$ cat src/verilog/cfg_pins_cfg.svh
// Constants for the configuration pin handshake and pin mux.
// Assumes a 100 MHz clock and the shared pin order below.
`ifndef CFG_PINS_CFG_SVH
`define CFG_PINS_CFG_SVH

// Clock period and least internal initialization time
`define CLK_PERIOD_NS 10
`define INIT_TIME_NS 1000
`define INIT_CYCLES ((`INIT_TIME_NS + `CLK_PERIOD_NS - 1) / `CLK_PERIOD_NS)
`define CNT_W 16

// Shared pin positions on the pad vectors
`define NUM_PINS 13
`define PIN_SDA 0
`define PIN_SCL 1
`define PIN_TDO 2
`define PIN_TDI 3
`define PIN_TMS 4
`define PIN_TCK 5
`define PIN_MSEL_ALT 6
`define PIN_QD3 7
`define PIN_QD2 8
`define PIN_QD1 9
`define PIN_QD0 10
`define PIN_MSEL 11
`define PIN_MCLK 12

// Pins used by each configuration mode, by JTAG and as clock inputs
`define USE_SSPI 13'h003C
`define USE_I2C 13'h0003
`define USE_MSPI 13'h1E40
`define USE_MQSPI 13'h1FC0
`define JTAG_MASK 13'h003C
`define CLKIN_MASK 13'h1800

`endif

$ cat src/verilog/cfg_pins_pkg.sv
// Types shared by the configuration pin block and its users.
// Widths follow the constants header.
`include "cfg_pins_cfg.svh"

package cfg_pins_pkg;

  // Sequence of the configuration handshake
  typedef enum logic [2:0] {
    ST_INIT, ST_WAIT_INIT, ST_DETECT, ST_LOAD, ST_WAIT_DONE, ST_USER
  } state_t;

  // Strapped boot choice and detected interface
  typedef enum logic [1:0] {BOOT_SLAVE, BOOT_MSPI, BOOT_MQSPI} boot_t;
  typedef enum logic [2:0] {
    MODE_NONE, MODE_SSPI, MODE_I2C, MODE_MSPI, MODE_MQSPI
  } cfg_mode_t;

  // Output drive of the shared pins
  typedef struct packed {
    logic [`NUM_PINS-1:0] o;
    logic [`NUM_PINS-1:0] oe;
  } pad_drive_t;

  // Loader engine drive toward the pins
  typedef struct packed {
    logic mclk;
    logic master_select_n;
    logic [3:0] mdo;
    logic [3:0] mdoe;
    logic slave_serial_out;
    logic slave_serial_out_oe;
    logic sda_low;
  } eng_drive_t;

  // Pin levels returned to the loader engine
  typedef struct packed {
    logic [3:0] mdi;
    logic sclk;
    logic slave_select_n;
    logic slave_serial_in;
    logic sda;
    logic scl;
  } eng_sense_t;

endpackage

$ cat src/verilog/config_pin_handshake_and_mux.sv
// Configuration handshake and shared pin mux of the device.
// Assumes pad inputs synchronous to clk_i; open-drain wiring is external.
//
// Overview of operation
// - Low reconfig request starts new configuration
// - Init indicator pulled low when sequence starts
// - Release init indicator, then download may begin
// - Never download while init line reads low; only the start waits for it, ST_LOAD ignores init
// - Done indicator held low throughout configuration
// - Release done indicator when configuration finishes
// - Delay wake-up while done line held low
// - Detect slave SPI or I2C at activation
// - Unused shared pins stay tri-stated during configuration
// - After configuration pins become GPIO or function
// - Slave SPI: clock, select, input in; output out
// - Master SPI: drive clock, select, output; sample input
// - Quad SPI: four bidirectional data lines
// - I2C pins carry SDA/SCL, user later
// - JTAG enable high gives pins to JTAG
// - JTAG enable low: GPIO or bitstream function
// - Bitstream selects GPIO or function elsewhere
// - Master select/clock pins become primary clock inputs
`timescale 1ns/1ps
`include "cfg_pins_cfg.svh"

module config_pin_handshake_and_mux
  import cfg_pins_pkg::*;
#(
  parameter int INIT_CYCLES = `INIT_CYCLES
) (
  // Clock and reset
  input wire logic clk_i,
  input wire logic rst_i,
  // Handshake pins
  input wire logic reconfig_request_n_i,
  input wire logic init_phase_indicator_n_i,
  output logic init_phase_indicator_n_o,
  output logic init_phase_indicator_n_oe_o,
  input wire logic cfg_done_n_i,
  output logic cfg_done_n_o,
  output logic cfg_done_n_oe_o,
  // Shared pads
  input wire logic [`NUM_PINS-1:0] pad_i,
  output pad_drive_t pad_o,
  // Loader engine
  input wire boot_t boot_mode_i,
  input wire eng_drive_t eng_drive_i,
  input wire logic load_done_i,
  output eng_sense_t eng_sense_o,
  output logic download_go_o,
  output cfg_mode_t cfg_mode_o,
  // User side after wake-up
  input wire logic jtag_en_i,
  input wire logic [`NUM_PINS-1:0] func_sel_i,
  input wire pad_drive_t gpio_drive_i,
  input wire pad_drive_t func_drive_i,
  input wire logic jtag_tdo_i,
  input wire logic jtag_tdo_oe_i,
  output logic [`NUM_PINS-1:0] user_in_o,
  output logic [2:0] jtag_in_o,
  output logic top_primary_clock_in_a_o,
  output logic top_primary_clock_in_b_o,
  output logic user_mode_o
);

  // Mask of pins the given configuration mode uses
  function automatic logic [`NUM_PINS-1:0] used_mask(input cfg_mode_t m);
    case (m)
      MODE_SSPI: used_mask = `USE_SSPI;
      MODE_I2C: used_mask = `USE_I2C;
      MODE_MSPI: used_mask = `USE_MSPI;
      MODE_MQSPI: used_mask = `USE_MQSPI;
      default: used_mask = '0;
    endcase
  endfunction

  // Configuration-time drive for a mode; bits of other pins are masked later
  function automatic pad_drive_t cfg_drive(input cfg_mode_t m,
                                           input eng_drive_t e);
    pad_drive_t d;
    d = '0;
    d.o[`PIN_MCLK] = e.mclk;
    d.oe[`PIN_MCLK] = 1'h1;
    d.o[`PIN_MSEL] = e.master_select_n;
    d.oe[`PIN_MSEL] = 1'h1;
    d.o[`PIN_MSEL_ALT] = e.master_select_n;
    d.oe[`PIN_MSEL_ALT] = 1'h1;
    d.o[`PIN_QD0] = e.mdo[0];
    d.oe[`PIN_QD0] = (m == MODE_MQSPI) ? e.mdoe[0] : 1'h1;
    d.o[`PIN_QD1] = e.mdo[1];
    d.oe[`PIN_QD1] = (m == MODE_MQSPI) & e.mdoe[1];
    d.o[`PIN_QD2] = e.mdo[2];
    d.oe[`PIN_QD2] = e.mdoe[2];
    d.o[`PIN_QD3] = e.mdo[3];
    d.oe[`PIN_QD3] = e.mdoe[3];
    d.o[`PIN_TDO] = e.slave_serial_out;
    d.oe[`PIN_TDO] = e.slave_serial_out_oe;
    d.oe[`PIN_SDA] = e.sda_low;
    d.oe[`PIN_TMS] = 1'h0;
    cfg_drive = d;
  endfunction

  state_t state;
  state_t next_state;
  cfg_mode_t mode;
  cfg_mode_t next_mode;
  logic [`CNT_W-1:0] cnt;
  logic [2:0] sync1;
  logic [2:0] sync2;

  // Two-flop synchronisers for request, init and done levels
  always_ff @(posedge clk_i) begin
    if (rst_i) begin
      sync1 <= 3'h7;
      sync2 <= 3'h7;
    end else begin
      sync1 <= {reconfig_request_n_i, init_phase_indicator_n_i, cfg_done_n_i};
      sync2 <= sync1;
    end
  end

  wire req_s = sync2[2];
  wire init_s = sync2[1];
  wire done_s = sync2[0];

  // Slave activation: select low means SPI, SDA low with SCL high means I2C
  wire sspi_seen = !pad_i[`PIN_TMS];
  wire i2c_seen = !pad_i[`PIN_SDA] && pad_i[`PIN_SCL];
  wire boot_master = (boot_mode_i == BOOT_MSPI) || (boot_mode_i == BOOT_MQSPI);
  wire cfg_mode_t master_mode = (boot_mode_i == BOOT_MQSPI) ? MODE_MQSPI : MODE_MSPI;

  // Next state; a low request overrides every state
  always_comb begin
    next_state = state;
    next_mode = mode;
    if (!req_s) begin
      next_state = ST_INIT;
      next_mode = MODE_NONE;
    end else begin
      case (state)
        ST_INIT: if (cnt == '0) next_state = ST_WAIT_INIT;
        ST_WAIT_INIT: begin
          if (init_s) begin
            next_state = boot_master ? ST_LOAD : ST_DETECT;
            next_mode = boot_master ? master_mode : MODE_NONE;
          end
        end
        ST_DETECT: begin
          if (sspi_seen) begin
            next_state = ST_LOAD;
            next_mode = MODE_SSPI;
          end else if (i2c_seen) begin
            next_state = ST_LOAD;
            next_mode = MODE_I2C;
          end
        end
        ST_LOAD: if (load_done_i) next_state = ST_WAIT_DONE;
        ST_WAIT_DONE: if (done_s) next_state = ST_USER;
        ST_USER: next_state = ST_USER;
        default: next_state = ST_INIT;
      endcase
    end
  end

  // Sequence registers; init timer reloads while request is low
  always_ff @(posedge clk_i) begin
    if (rst_i) begin
      state <= ST_INIT;
      mode <= MODE_NONE;
      cnt <= `CNT_W'(INIT_CYCLES - 1);
    end else begin
      state <= next_state;
      mode <= next_mode;
      if (state != ST_INIT || !req_s) cnt <= `CNT_W'(INIT_CYCLES - 1);
      else if (cnt != '0) cnt <= cnt - `CNT_W'(1);
    end
  end

  // Open-drain handshake drives; both pull low only
  wire in_cfg = (state != ST_USER);
  assign init_phase_indicator_n_o = 1'b0;
  assign init_phase_indicator_n_oe_o = (state == ST_INIT);
  assign cfg_done_n_o = 1'b0;
  assign cfg_done_n_oe_o = (state != ST_USER) && (state != ST_WAIT_DONE);
  assign download_go_o = (state == ST_LOAD);
  assign user_mode_o = (state == ST_USER);
  assign cfg_mode_o = mode;

  // Configuration drive with unused pins forced to tri-state
  wire pad_drive_t cfg_d = cfg_drive(mode, eng_drive_i);
  wire [`NUM_PINS-1:0] cfg_oe = cfg_d.oe & used_mask(mode);

  // User drive: bitstream picks function or GPIO; JTAG overrides its pins
  wire [`NUM_PINS-1:0] jtag_own = jtag_en_i ? `JTAG_MASK : '0;
  wire [`NUM_PINS-1:0] fsel = func_sel_i & ~jtag_own;
  wire [`NUM_PINS-1:0] clk_in = fsel & `CLKIN_MASK;
  wire [`NUM_PINS-1:0] usr_o = (fsel & func_drive_i.o) | (~fsel & gpio_drive_i.o);
  wire [`NUM_PINS-1:0] usr_oe0 = (fsel & func_drive_i.oe) | (~fsel & gpio_drive_i.oe);
  wire [`NUM_PINS-1:0] usr_oe = usr_oe0 & ~jtag_own & ~clk_in;
  wire [`NUM_PINS-1:0] tdo_bit = `NUM_PINS'(1) << `PIN_TDO;
  // TDO data only reaches the pin while JTAG owns it; else it would corrupt user drive
  wire [`NUM_PINS-1:0] jt_o = (jtag_en_i && jtag_tdo_i) ? tdo_bit : '0;
  wire [`NUM_PINS-1:0] jt_oe = (jtag_en_i && jtag_tdo_oe_i) ? tdo_bit : '0;

  // Registered pad drive; user selection only after wake-up
  always_ff @(posedge clk_i) begin
    if (rst_i) begin
      pad_o <= '0;
    end else if (in_cfg) begin
      pad_o.o <= cfg_d.o;
      pad_o.oe <= cfg_oe;
    end else begin
      pad_o.o <= (usr_o & ~jtag_own) | jt_o;
      pad_o.oe <= usr_oe | jt_oe;
    end
  end

  // Registered pin levels toward engine and user logic
  always_ff @(posedge clk_i) begin
    if (rst_i) begin
      eng_sense_o <= '0;
      user_in_o <= '0;
      jtag_in_o <= '0;
    end else begin
      eng_sense_o.mdi <= {pad_i[`PIN_QD3], pad_i[`PIN_QD2], pad_i[`PIN_QD1],
                          pad_i[`PIN_QD0]};
      eng_sense_o.sclk <= pad_i[`PIN_TCK];
      eng_sense_o.slave_select_n <= pad_i[`PIN_TMS];
      eng_sense_o.slave_serial_in <= pad_i[`PIN_TDI];
      eng_sense_o.sda <= pad_i[`PIN_SDA];
      eng_sense_o.scl <= pad_i[`PIN_SCL];
      user_in_o <= in_cfg ? '0 : pad_i;
      jtag_in_o <= (in_cfg || !jtag_en_i) ? 3'h0 :
                   {pad_i[`PIN_TCK], pad_i[`PIN_TMS], pad_i[`PIN_TDI]};
    end
  end

  // Primary clock inputs pass straight through; a flop would add skew
  assign top_primary_clock_in_a_o = user_mode_o & clk_in[`PIN_MSEL] & pad_i[`PIN_MSEL];
  assign top_primary_clock_in_b_o = user_mode_o & clk_in[`PIN_MCLK] & pad_i[`PIN_MCLK];
endmodule // config_pin_handshake_and_mux

$ cat config.mk
export PLATFORM = sky130hd
export DESIGN_NAME = config_pin_handshake_and_mux
export DESIGN_NICKNAME = d
export VERILOG_FILES = /design/src/verilog/cfg_pins_pkg.sv /design/src/verilog/config_pin_handshake_and_mux.sv
export VERILOG_INCLUDE_DIRS = /design/src /design/src/verilog
export SDC_FILE = /design/constraint.sdc
export NUM_CORES = 1
export LEC_CHECK = 0
export ABC_CLOCK_PERIOD_IN_PS = 3800
export BUFFER_PORTS_ARGS = -buffer_cell sky130_fd_sc_hd__buf_2
export CAP_MARGIN = 20
export CORE_ASPECT_RATIO = 1.75
export CORE_UTILIZATION = 45
export CTS_BUF_LIST = sky130_fd_sc_hd__clkbuf_8
export CTS_CLUSTER_DIAMETER = 50
export DETAILED_ROUTE_END_ITERATION = 16
export PLACE_DENSITY = 0.86
export SLEW_MARGIN = 25
export SYNTH_ARGS = -nofsm -noshare
export SYNTH_HDL_FRONTEND = slang
export SYNTH_SLANG_ARGS = --single-unit
$ cat constraint.sdc
create_clock -name clk_i -period 3.8 [get_ports clk_i]
set_input_delay 0.76 -clock clk_i [delete_from_list [all_inputs] [get_ports clk_i]]
set_output_delay 0.76 -clock clk_i [all_outputs]
set_load 0.01 [all_outputs]
==> results.yml, run 1 <==
status:
  status: "complete, no violations"
sta:
  maxSlewHeadroom_pct: 62.4
  finalHoldViolCount: 0
  worst_slew_pin_slew_ns: 0.562
  period_minus_slack_ns: 2.78
  final.setup_skew_ns: 0.00677
  report.final.slew_viol_count: 0
  layout_setup_ws_ns: 1.02
  fmax_ghz: 0.359
  rsz0062_at_grt: "no"
  final.period_utilization_pct: 73.2
  timing.setup.tns_ns: 0
  setup_viol: 0
die:
  num_rows: 40
  core_area_sq_um: 6910
  die_x_um: 66.1
  start_util_pct: 46.9
  dieArea_sq_um: 7550
  io_pins: 164
  dieHeight_um: 114
detailed_routing:
  wl_per_cell_um: 14.6
  ant_nets: 0
  drt_iter0_drc: 125
  totalWireLength_mm: 8.57
  wl_met3_um: 528
  firstDrtPassIters: 4
  via_per_inst: 5.22
  wl_met1_mm: 3.00
  vias: 3051
  drc: 0
  wl_met2_mm: 4.81
  routed.top_layer: "met4"
grt:
  grt_max_degree: 34
  track_usage_pct: 24.2
  antenna_found_initial: 0
  grt_pass1_vias: 3084
  overflow: 0
  grt_pass1_wl_mm: 13.7
synthesis:
  synthDominantCellAreaShare_pct: 48.8
  yosys_register_bits: 79
  yosysWarnings: 0
  yosysSeqAreaShare_pct: 48.8
  yosys-top-cells-area: "dfxtp_1, mux2i_1, nor2_1"
  synthesis.area_sq_um: 3240
  synth_edf_count: 0
  yosys.area.top_type: "dfxtp_1"
  synthCells: 340
  syn_area_per_cell_sq_um: 9.52
  ys.flop_type: "dfxtp_1"
  async_reset_ff_share_pct: 0
  synth_cell_types: 48
placed_design:
  portBuffers: 159
  routabilityCongestion: 0.882
  place_inst: 569
  dp_hpwl_mm: 6.72
  place_ws_ns: 1.43
  dpl-instance-area_sq_um: 4080
clocking:
  clkSlewWorstSetupHoldPaths_ns: 0.08
  cts_root_buf: "clkbuf_8"
  postCtsResizedCells: 0
  cts_sinks: 79
  cts_max_level: 3
  cts_setup_buffers: 0
  cts_tree: "yes"
  insertion_delay_ns: 0.36
  clockBufferDepth: 2
  numCtsBuffers: 9
  postCtsHoldBufs: 0
finish:
  post-route-util_pct: 61.9
  area_growth_pct: 32.0
  diodes: 0
  fin_cells: 585
  layout-drive-gt1-share_pct: 38.5
  final_net_count: 601
  fin_area_sq_um: 4270
setup_path:
  crit_buf_inv: 2
  path_depth: 4
  cpMaxStageDelayCell: "dfxtp_1"
  worstSetupStartpointType: "flop"
  r2r_cells: 5
  arrival_ns: 2.02
  end_kind: "primary output"
  worstPathRequired_ns: 3.04
  path_class: "flop to primary output"
  worstPathCellList: "nand3_1 > inv_2 > and3_1 > buf_2"
  rr_startpoint: "state[2]"
  r2r-end: "pad_o[5]"
  reg2reg_slack_ns: 1.54
  critPathTopFamily: "buffers and inverters"
  cp_max_fo: 33
  slowest_delay_ns: 0.55
pwr:
  internal_power_w: 0.00124
  cellPowerDensity_nw_per_um2: 377
  share_comb_of_total_power_pct: 8.7
  peakVddDrop_mv: 0.294
  power_frac_seq_pct: 52.8
  p_sw_share_pct: 23.3
  clockPowerShare_pct: 38.6
  switching_power_w: 0.000376
  leakagePower_nw: 2.12
hold_path:
  min_from: "sync1[1]"
  whs_endpoint: "sync2[1]"
  min_path_type: "flop to flop"
  hold_depth: 1
flow_run:
  drv_cap: 0
## routing by layer
metal / GRT usage, % / vias up
met1: 23.5 / 1411
li1: - / 1493
met5: 0 / -
met3: 7.37 / 20
met4: 11.5 / 0
met2: 44.9 / 127
## flip-flops by register name (all words and copies together) (netlist names)
name	cells
eng_sense_o	9
jtag_in_o	3
sync1	3
user_in_o	13
cnt	16
cfg_mode_o	3
sync2	3
state	3
pad_o	26
## how the worst max path moves through the flow
stage | startpoint | endpoint | slack (ns)
after global routing | state[2] | top_primary_clock_in_a_o | 0.81
after floorplan | state[1] | top_primary_clock_in_a_o | 1.82
after CTS | state[2] | top_primary_clock_in_b_o | 1.03
after global placement | state[2] | top_primary_clock_in_b_o | 1.46
final | state[2] | top_primary_clock_in_b_o | 1.02
after detailed placement | state[2] | top_primary_clock_in_b_o | 1.43
## worst register-to-register path, delay by kind of cell (launching register included)
kind,cells,cell delay (ns)
buf+inv,1,0.48
simple gates,4,1.17
flops,1,0.55
## per-stage QoR
step,hold WS (ns),total power [W]
floorplan,0.389,0.000931
global placement,0.395,0.00100
detailed placement,0.394,0.00101
CTS,0.413,0.00163
global route,0.420,0.00168
finish,0.412,0.00161
## layout by cell type, fill, tap and decap left out, drive strengths merged, types with 2 or more instances in the layout
master | Yosys | layout
a211oi | 8 | 8
a21oi | 16 | 16
a31o | 3 | 3
a32o | 2 | 2
and2 | 16 | 16
and3 | 6 | 6
buf | 4 | 159
clkbuf | 11 | 10
clkinv | 0 | 4
conb | 1 | 2
dfxtp | 79 | 79
ha | 3 | 3
inv | 11 | 12
mux2i | 32 | 32
nand2 | 23 | 23
nand2b | 6 | 6
nand3 | 6 | 6
nand3b | 3 | 3
nand4 | 3 | 3
nand4b | 2 | 2
nor2 | 32 | 32
nor2b | 11 | 11
nor3 | 3 | 3
nor3b | 5 | 5
nor4 | 3 | 3
o21ai | 17 | 17
o21bai | 2 | 2
o22ai | 2 | 2
or2 | 9 | 9
or3 | 8 | 8
or4 | 4 | 4
## power groups by stage
| stage | clock, W | combinational (W) | sequential (W) |
|---|---|---|---|
| floorplan | 0 | 0.0000568 | 0.000874 |
| global placement | 0 | 0.000135 | 0.000869 |
| detailed placement | 0 | 0.000139 | 0.000870 |
| CTS | 0.000637 | 0.000139 | 0.000850 |
| global route | 0.000674 | 0.000153 | 0.000852 |
| finish | 0.000621 | 0.000140 | 0.000850 |
## kinds of logic (layout without fill, tap and decap cells)
kind of cell / after synthesis / in the layout / synth area share (%)
muxes: 32 / 32 / 9.89
adders and majority gates: 3 / 3 / 1.16
other: 1 / 2 / 0.116
buffers and inverters: 26 / 186 / 3.36
AOI/OAI and AO/OA: 54 / 54 / 10.8
and+or+nand+nor: 145 / 145 / 25.8
DFF: 79 / 79 / 48.8
## cells in the mapped netlist (3+ instances only)
library cell  count
clkbuf_1         10
nor2b_1          11
nor2_1           31
nand2b_1          6
nand3b_1          3
mux2i_1          32
nor3b_1           4
or3_1             8
o21ai_0          17
or4_1             3
nand4_1           3
nand2_1          23
a31o_2            3
dfxtp_1          79
inv_1            10
and2_1           16
nand3_1           6
a21oi_1          16
or2_2             8
ha_1              3
a211oi_1          8
nor3_1            3
and3_1            5
## area by class of cell
| type | count | area (sq um) |
|---|---|---|
| Clock buffer | 10 | 138 |
| Clock inverter | 6 | 61.3 |
| Fill cell | 580 | 2630 |
| Inverter | 11 | 41.3 |
| Multi-Input combinational cell | 236 | 1550 |
| Sequential cell | 79 | 1580 |
| Tap cell | 84 | 105 |
| Timing Repair Buffer | 159 | 796 |
Power figures use the tool's default switching activity.
==> run 2: changes to the inputs <==
- ABC_CLOCK_PERIOD_IN_PS: 3800 -> 2300
- CORE_UTILIZATION: 45 -> 42
- PLACE_DENSITY: 0.86 -> 0.85
- clock period: 3.8 -> 2.3 ns (I/O delays scaled with it)
==> run 2 against run 1 <==
  * Via count hardly changed
  * First-iteration DRC count is 0.80% higher
  * Critical path depth stayed put
  * Final cell count is 1.5% higher
  * Sequential cell count stayed put
  * Combinational power is 65% higher
  * Core utilization is 3.9 points lower
  * Sequential power is 66% higher
  * Clock power is 95% higher
  * Hold slack worse by 0.12 ns
  * Clock-buffer cell count is 1 lower
==> results.yml, run 2 (synthesis results as in run 1) <==
die:
  dieHeight_um: 118
  start_util_pct: 43.1
  dieArea_sq_um: 8080
  io_pins: 164
  num_rows: 42
  die_x_um: 68.4
  core_area_sq_um: 7510
finish:
  diodes: 0
  top_register: "pad_o"
  largestRegisters: "pad_o: 26 flops, cnt: 16 flops, user_in_o: 13 flops"
  layout-drive-gt1-share_pct: 39.3
  final_cell_mix: "buf_2, dfxtp_1, mux2i_1"
  area_growth_pct: 34.5
  largest_register_ffs: 26
  final_net_count: 606
  layout_commonest_cell: "buf_2"
clocking:
  clkSlewWorstSetupHoldPaths_ns: 0.08
  cts_sinks: 79
  postCtsResizedCells: 0
  cts_setup_buffers: 0
  cts_max_level: 3
  clockBufferDepth: 2
  cts_tree: "yes"
  cts_root_buf: "clkbuf_8"
  postCtsHoldBufs: 0
  insertion_delay_ns: 0.35
  numCtsBuffers: 9
pwr:
  peakVddDrop_mv: 0.403
  switching_power_w: 0.000613
  internal_power_w: 0.00223
  share_comb_of_total_power_pct: 8.1
  clockPowerShare_pct: 42.5
  power_frac_seq_pct: 49.4
  p_sw_share_pct: 21.6
  leakagePower_nw: 2.16
  cellPowerDensity_nw_per_um2: 653
grt:
  track_usage_pct: 22.5
  overflow: 0
  grt_pass1_wl_mm: 13.4
  antenna_found_initial: 0
  grt_max_degree: 20
  grt_pass1_vias: 3013
sta:
  fmax_ghz: 0.478
  final.period_utilization_pct: 91.0
  setup_viol: 0
  period_minus_slack_ns: 2.09
  hold_ws_ns: 0.289
  rsz0062_at_grt: "no"
  maxSlewHeadroom_pct: 65.6
  timing.setup.tns_ns: 0
  worst_slew_pin_slew_ns: 0.513
  final.setup_skew_ns: 0.00525
  finalHoldViolCount: 0
  report.final.slew_viol_count: 0
hold_path:
  min_path_type: "input port to flop"
setup_path:
  end_kind: "primary output"
  cp_max_fo: 19
  worstPathRequired_ns: 1.84
  path_class: "flop to primary output"
  worstSetupStartpointType: "flop"
  arrival_ns: 1.63
detailed_routing:
  via_per_inst: 5.14
  ant_nets: 0
  totalWireLength_mm: 8.60
  drt_iter0_drc: 126
  drc: 0
  firstDrtPassIters: 4
  wl_per_cell_um: 14.5
  vias: 3052
status:
  status: "complete, no violations"
placed_design:
  portBuffers: 159
  dp_hpwl_mm: 6.77
  routabilityCongestion: 0.845
flow_run:
  drv_cap: 0
run 2: worst paths after layout:
kind              slack (ns)                       end          from  depth (start not counted)
hold / removal          0.29                  sync1[0]  cfg_done_n_i                          2
hold reg to reg         0.41                  sync2[2]      sync1[2]                          1
setup reg to reg        0.31                    cnt[6]        cnt[0]                          6
setup / recovery        0.21  top_primary_clock_in_a_o      state[0]                          4
run 2: power by group through the flow:
stage	clock [W]	sequential (W)	combinational (W)
3_3_place_gp	0	0.00144	0.000224
6_report	0.00121	0.00141	0.000231
4_1_cts	0.00123	0.00141	0.000233
3_5_place_dp	0	0.00144	0.000232
2_1_floorplan	0	0.00144	0.0000938
5_1_grt	0.00129	0.00141	0.000255
run 2: final cells by class:
class	count	area, sq um
Tap cell	88	110
Clock inverter	7	113
Timing Repair Buffer	164	833
Multi-Input combinational cell	236	1550
Inverter	11	41.3
Sequential cell	79	1580
Fill cell	650	3160
Clock buffer	9	124
run 2: metrics by stage:
stage / instance area (sq um) / total power, W / std cells / utilization, % / worst slack [ns]
after floorplan: 3240 / 0.00154 / 341 / - / 0.621
after global placement: 4120 / 0.00166 / 578 / 54.8 / 0.439
after detailed placement: 4120 / 0.00167 / 578 / 54.8 / 0.368
after CTS: 4350 / 0.00286 / 594 / 57.9 / 0.114
after global routing: 4360 / 0.00296 / 594 / 58.0 / 0.101
final: 4360 / 0.00284 / 594 / 58.0 / 0.207
run 2: layer usage:
layer / up-vias / share of wire [%] / routed length (um) / global-route usage (%)
met3: 14 / 4.0 / 340 / 4.44
met5: - / 0 / 0 / 0
met2: 107 / 58 / 5030 / 42.1
met1: 1428 / 36 / 3060 / 22.6
li1: 1503 / - / - / -
met4: 0 / 2.0 / 168 / 9.11
run 2: worst max-delay path: stages, from the launching register on:
cell and delay [ns]:
dfxtp_1 0.49, nand3_1 0.16, inv_2 0.29, and3_1 0.22
buf_2 0.13
==> run 3: changes to the inputs <==
- MAX_ROUTING_LAYER: unset -> met4
==> run 3 against run 2 <==
  * Clock skew increased by 0.00087 ns
  * Clock power about the same
  * Non-clock buffer count did not move
  * Clock-buffer cell count is the same
==> results.yml, run 3 (synthesis results as in run 1) <==
die:
  dieArea_sq_um: 8080
  dieHeight_um: 118
  start_util_pct: 43.1
  core_area_sq_um: 7510
  io_pins: 164
  num_rows: 42
  die_x_um: 68.4
clocking:
  clockBufferDepth: 2
  numCtsBuffers: 9
  cts_root_buf: "clkbuf_8"
  postCtsHoldBufs: 0
  cts_max_level: 3
  clkSlewWorstSetupHoldPaths_ns: 0.08
  cts_sinks: 79
  cts_tree: "yes"
  insertion_delay_ns: 0.34
finish:
  layout_commonest_cell: "buf_2"
  area_growth_pct: 34.5
  final_net_count: 606
  largestRegisters: "pad_o: 26 flops, cnt: 16 flops, user_in_o: 13 flops"
  largest_register_ffs: 26
  layout-drive-gt1-share_pct: 39.3
  fin_area_sq_um: 4360
  diodes: 0
  final_cell_mix: "buf_2, dfxtp_1, mux2i_1"
  top_register: "pad_o"
sta:
  period_minus_slack_ns: 2.10
  maxSlewHeadroom_pct: 65.4
  finalHoldViolCount: 0
  setup_viol: 0
  hold_ws_ns: 0.294
  final.period_utilization_pct: 91.4
  rsz0062_at_grt: "no"
  final.setup_skew_ns: 0.00612
  fmax_ghz: 0.476
  worst_slew_pin_slew_ns: 0.515
  report.final.slew_viol_count: 0
  timing.setup.tns_ns: 0
setup_path:
  rr_startpoint: "cnt[0]"
  arrival_ns: 1.64
  critPathTopFamily: "flip-flops"
  worstPathCellList: "nand3_1 > inv_2 > and3_1 > buf_2"
  worstPathRequired_ns: 1.84
  worstSetupStartpointType: "flop"
  slowest_delay_ns: 0.49
  end_kind: "primary output"
  cp-startpoint: "state[0]"
  cp_max_fo: 19
  crit_buf_inv: 2
  path_class: "flop to primary output"
  cpMaxStageDelayCell: "dfxtp_1"
grt:
  track_usage_pct: 23.1
  overflow: 0
  grt_pass1_wl_mm: 13.4
  grt_max_degree: 20
  grt_pass1_vias: 3005
  antenna_found_initial: 0
hold_path:
  min_path_type: "input port to flop"
  min_from: "cfg_done_n_i"
detailed_routing:
  drc: 0
  wl_per_cell_um: 14.5
  firstDrtPassIters: 4
  vias: 3050
  via_per_inst: 5.13
  totalWireLength_mm: 8.59
  drt_iter0_drc: 137
  ant_nets: 0
placed_design:
  portBuffers: 159
  routabilityCongestion: 0.858
  dpl-instance-area_sq_um: 4120
  dp_hpwl_mm: 6.77
pwr:
  power_w: 0.00284
  peakVddDrop_mv: 0.402
  cellPowerDensity_nw_per_um2: 652
  leakagePower_nw: 2.16
status:
  status: "complete, no violations"
flow_run:
  drv_cap: 0
run 3: per-stage QoR:
stage                     setup slack (ns)  utilization (%)  instances
after global routing                0.0967             58.0        594
after detailed placement             0.368             54.8        578
after floorplan                      0.621                -        341
after CTS                            0.114             57.9        594
after global placement               0.439             54.8        578
final                                0.198             58.0        594
run 3: path summary, 6_finish.rpt:
kind	endpoint	slack [ns]	cells after the start
max	top_primary_clock_in_a_o	0.20	4
min	sync1[0]	0.29	2
max reg2reg	cnt[6]	0.31	6
min reg2reg	sync2[2]	0.41	1
run 3: timing repair:
item / 4_1_cts / 5_1_grt
endpoints found under the setup margin: 0 / 2
resized for setup: 0 / 1
setup buffers: 0 / 0
run 3: final cells by class:
class / count / area (sq um)
fill: 650 / 3160
sequential: 79 / 1580
multi-input combinational: 236 / 1550
timing repair buffer: 164 / 833
clock buffer: 9 / 124
clock inverter: 7 / 113
tap: 88 / 110
inverter: 11 / 41.3
run 3: routing by layer:
metal / up-vias / GRT usage (%) / routed length [um]
met3: 16 / 4.92 / 323
met5: - / - / 0
met2: 105 / 42.2 / 5000
li1: 1502 / - / -
met4: 0 / 8.33 / 176
met1: 1427 / 22.6 / 3090
run 3: power by group:
group / total [W] / internal, W / switching, W
registers: 0.00141 / 0.00139 / 0.0000123
logic: 0.000231 / 0.000123 / 0.000108
clock network: 0.00120 / 0.000715 / 0.000489
total: 0.00284 / 0.00223 / 0.000609
run 3: worst reg2reg max path, cell delays in order, from the launching register on:
cell and delay (ns):
dfxtp_1 0.32, inv_1 0.07, ha_1 0.30, or3b_1 0.43
nor3_1 0.43, and3_2 0.27, o21ai_0 0.06
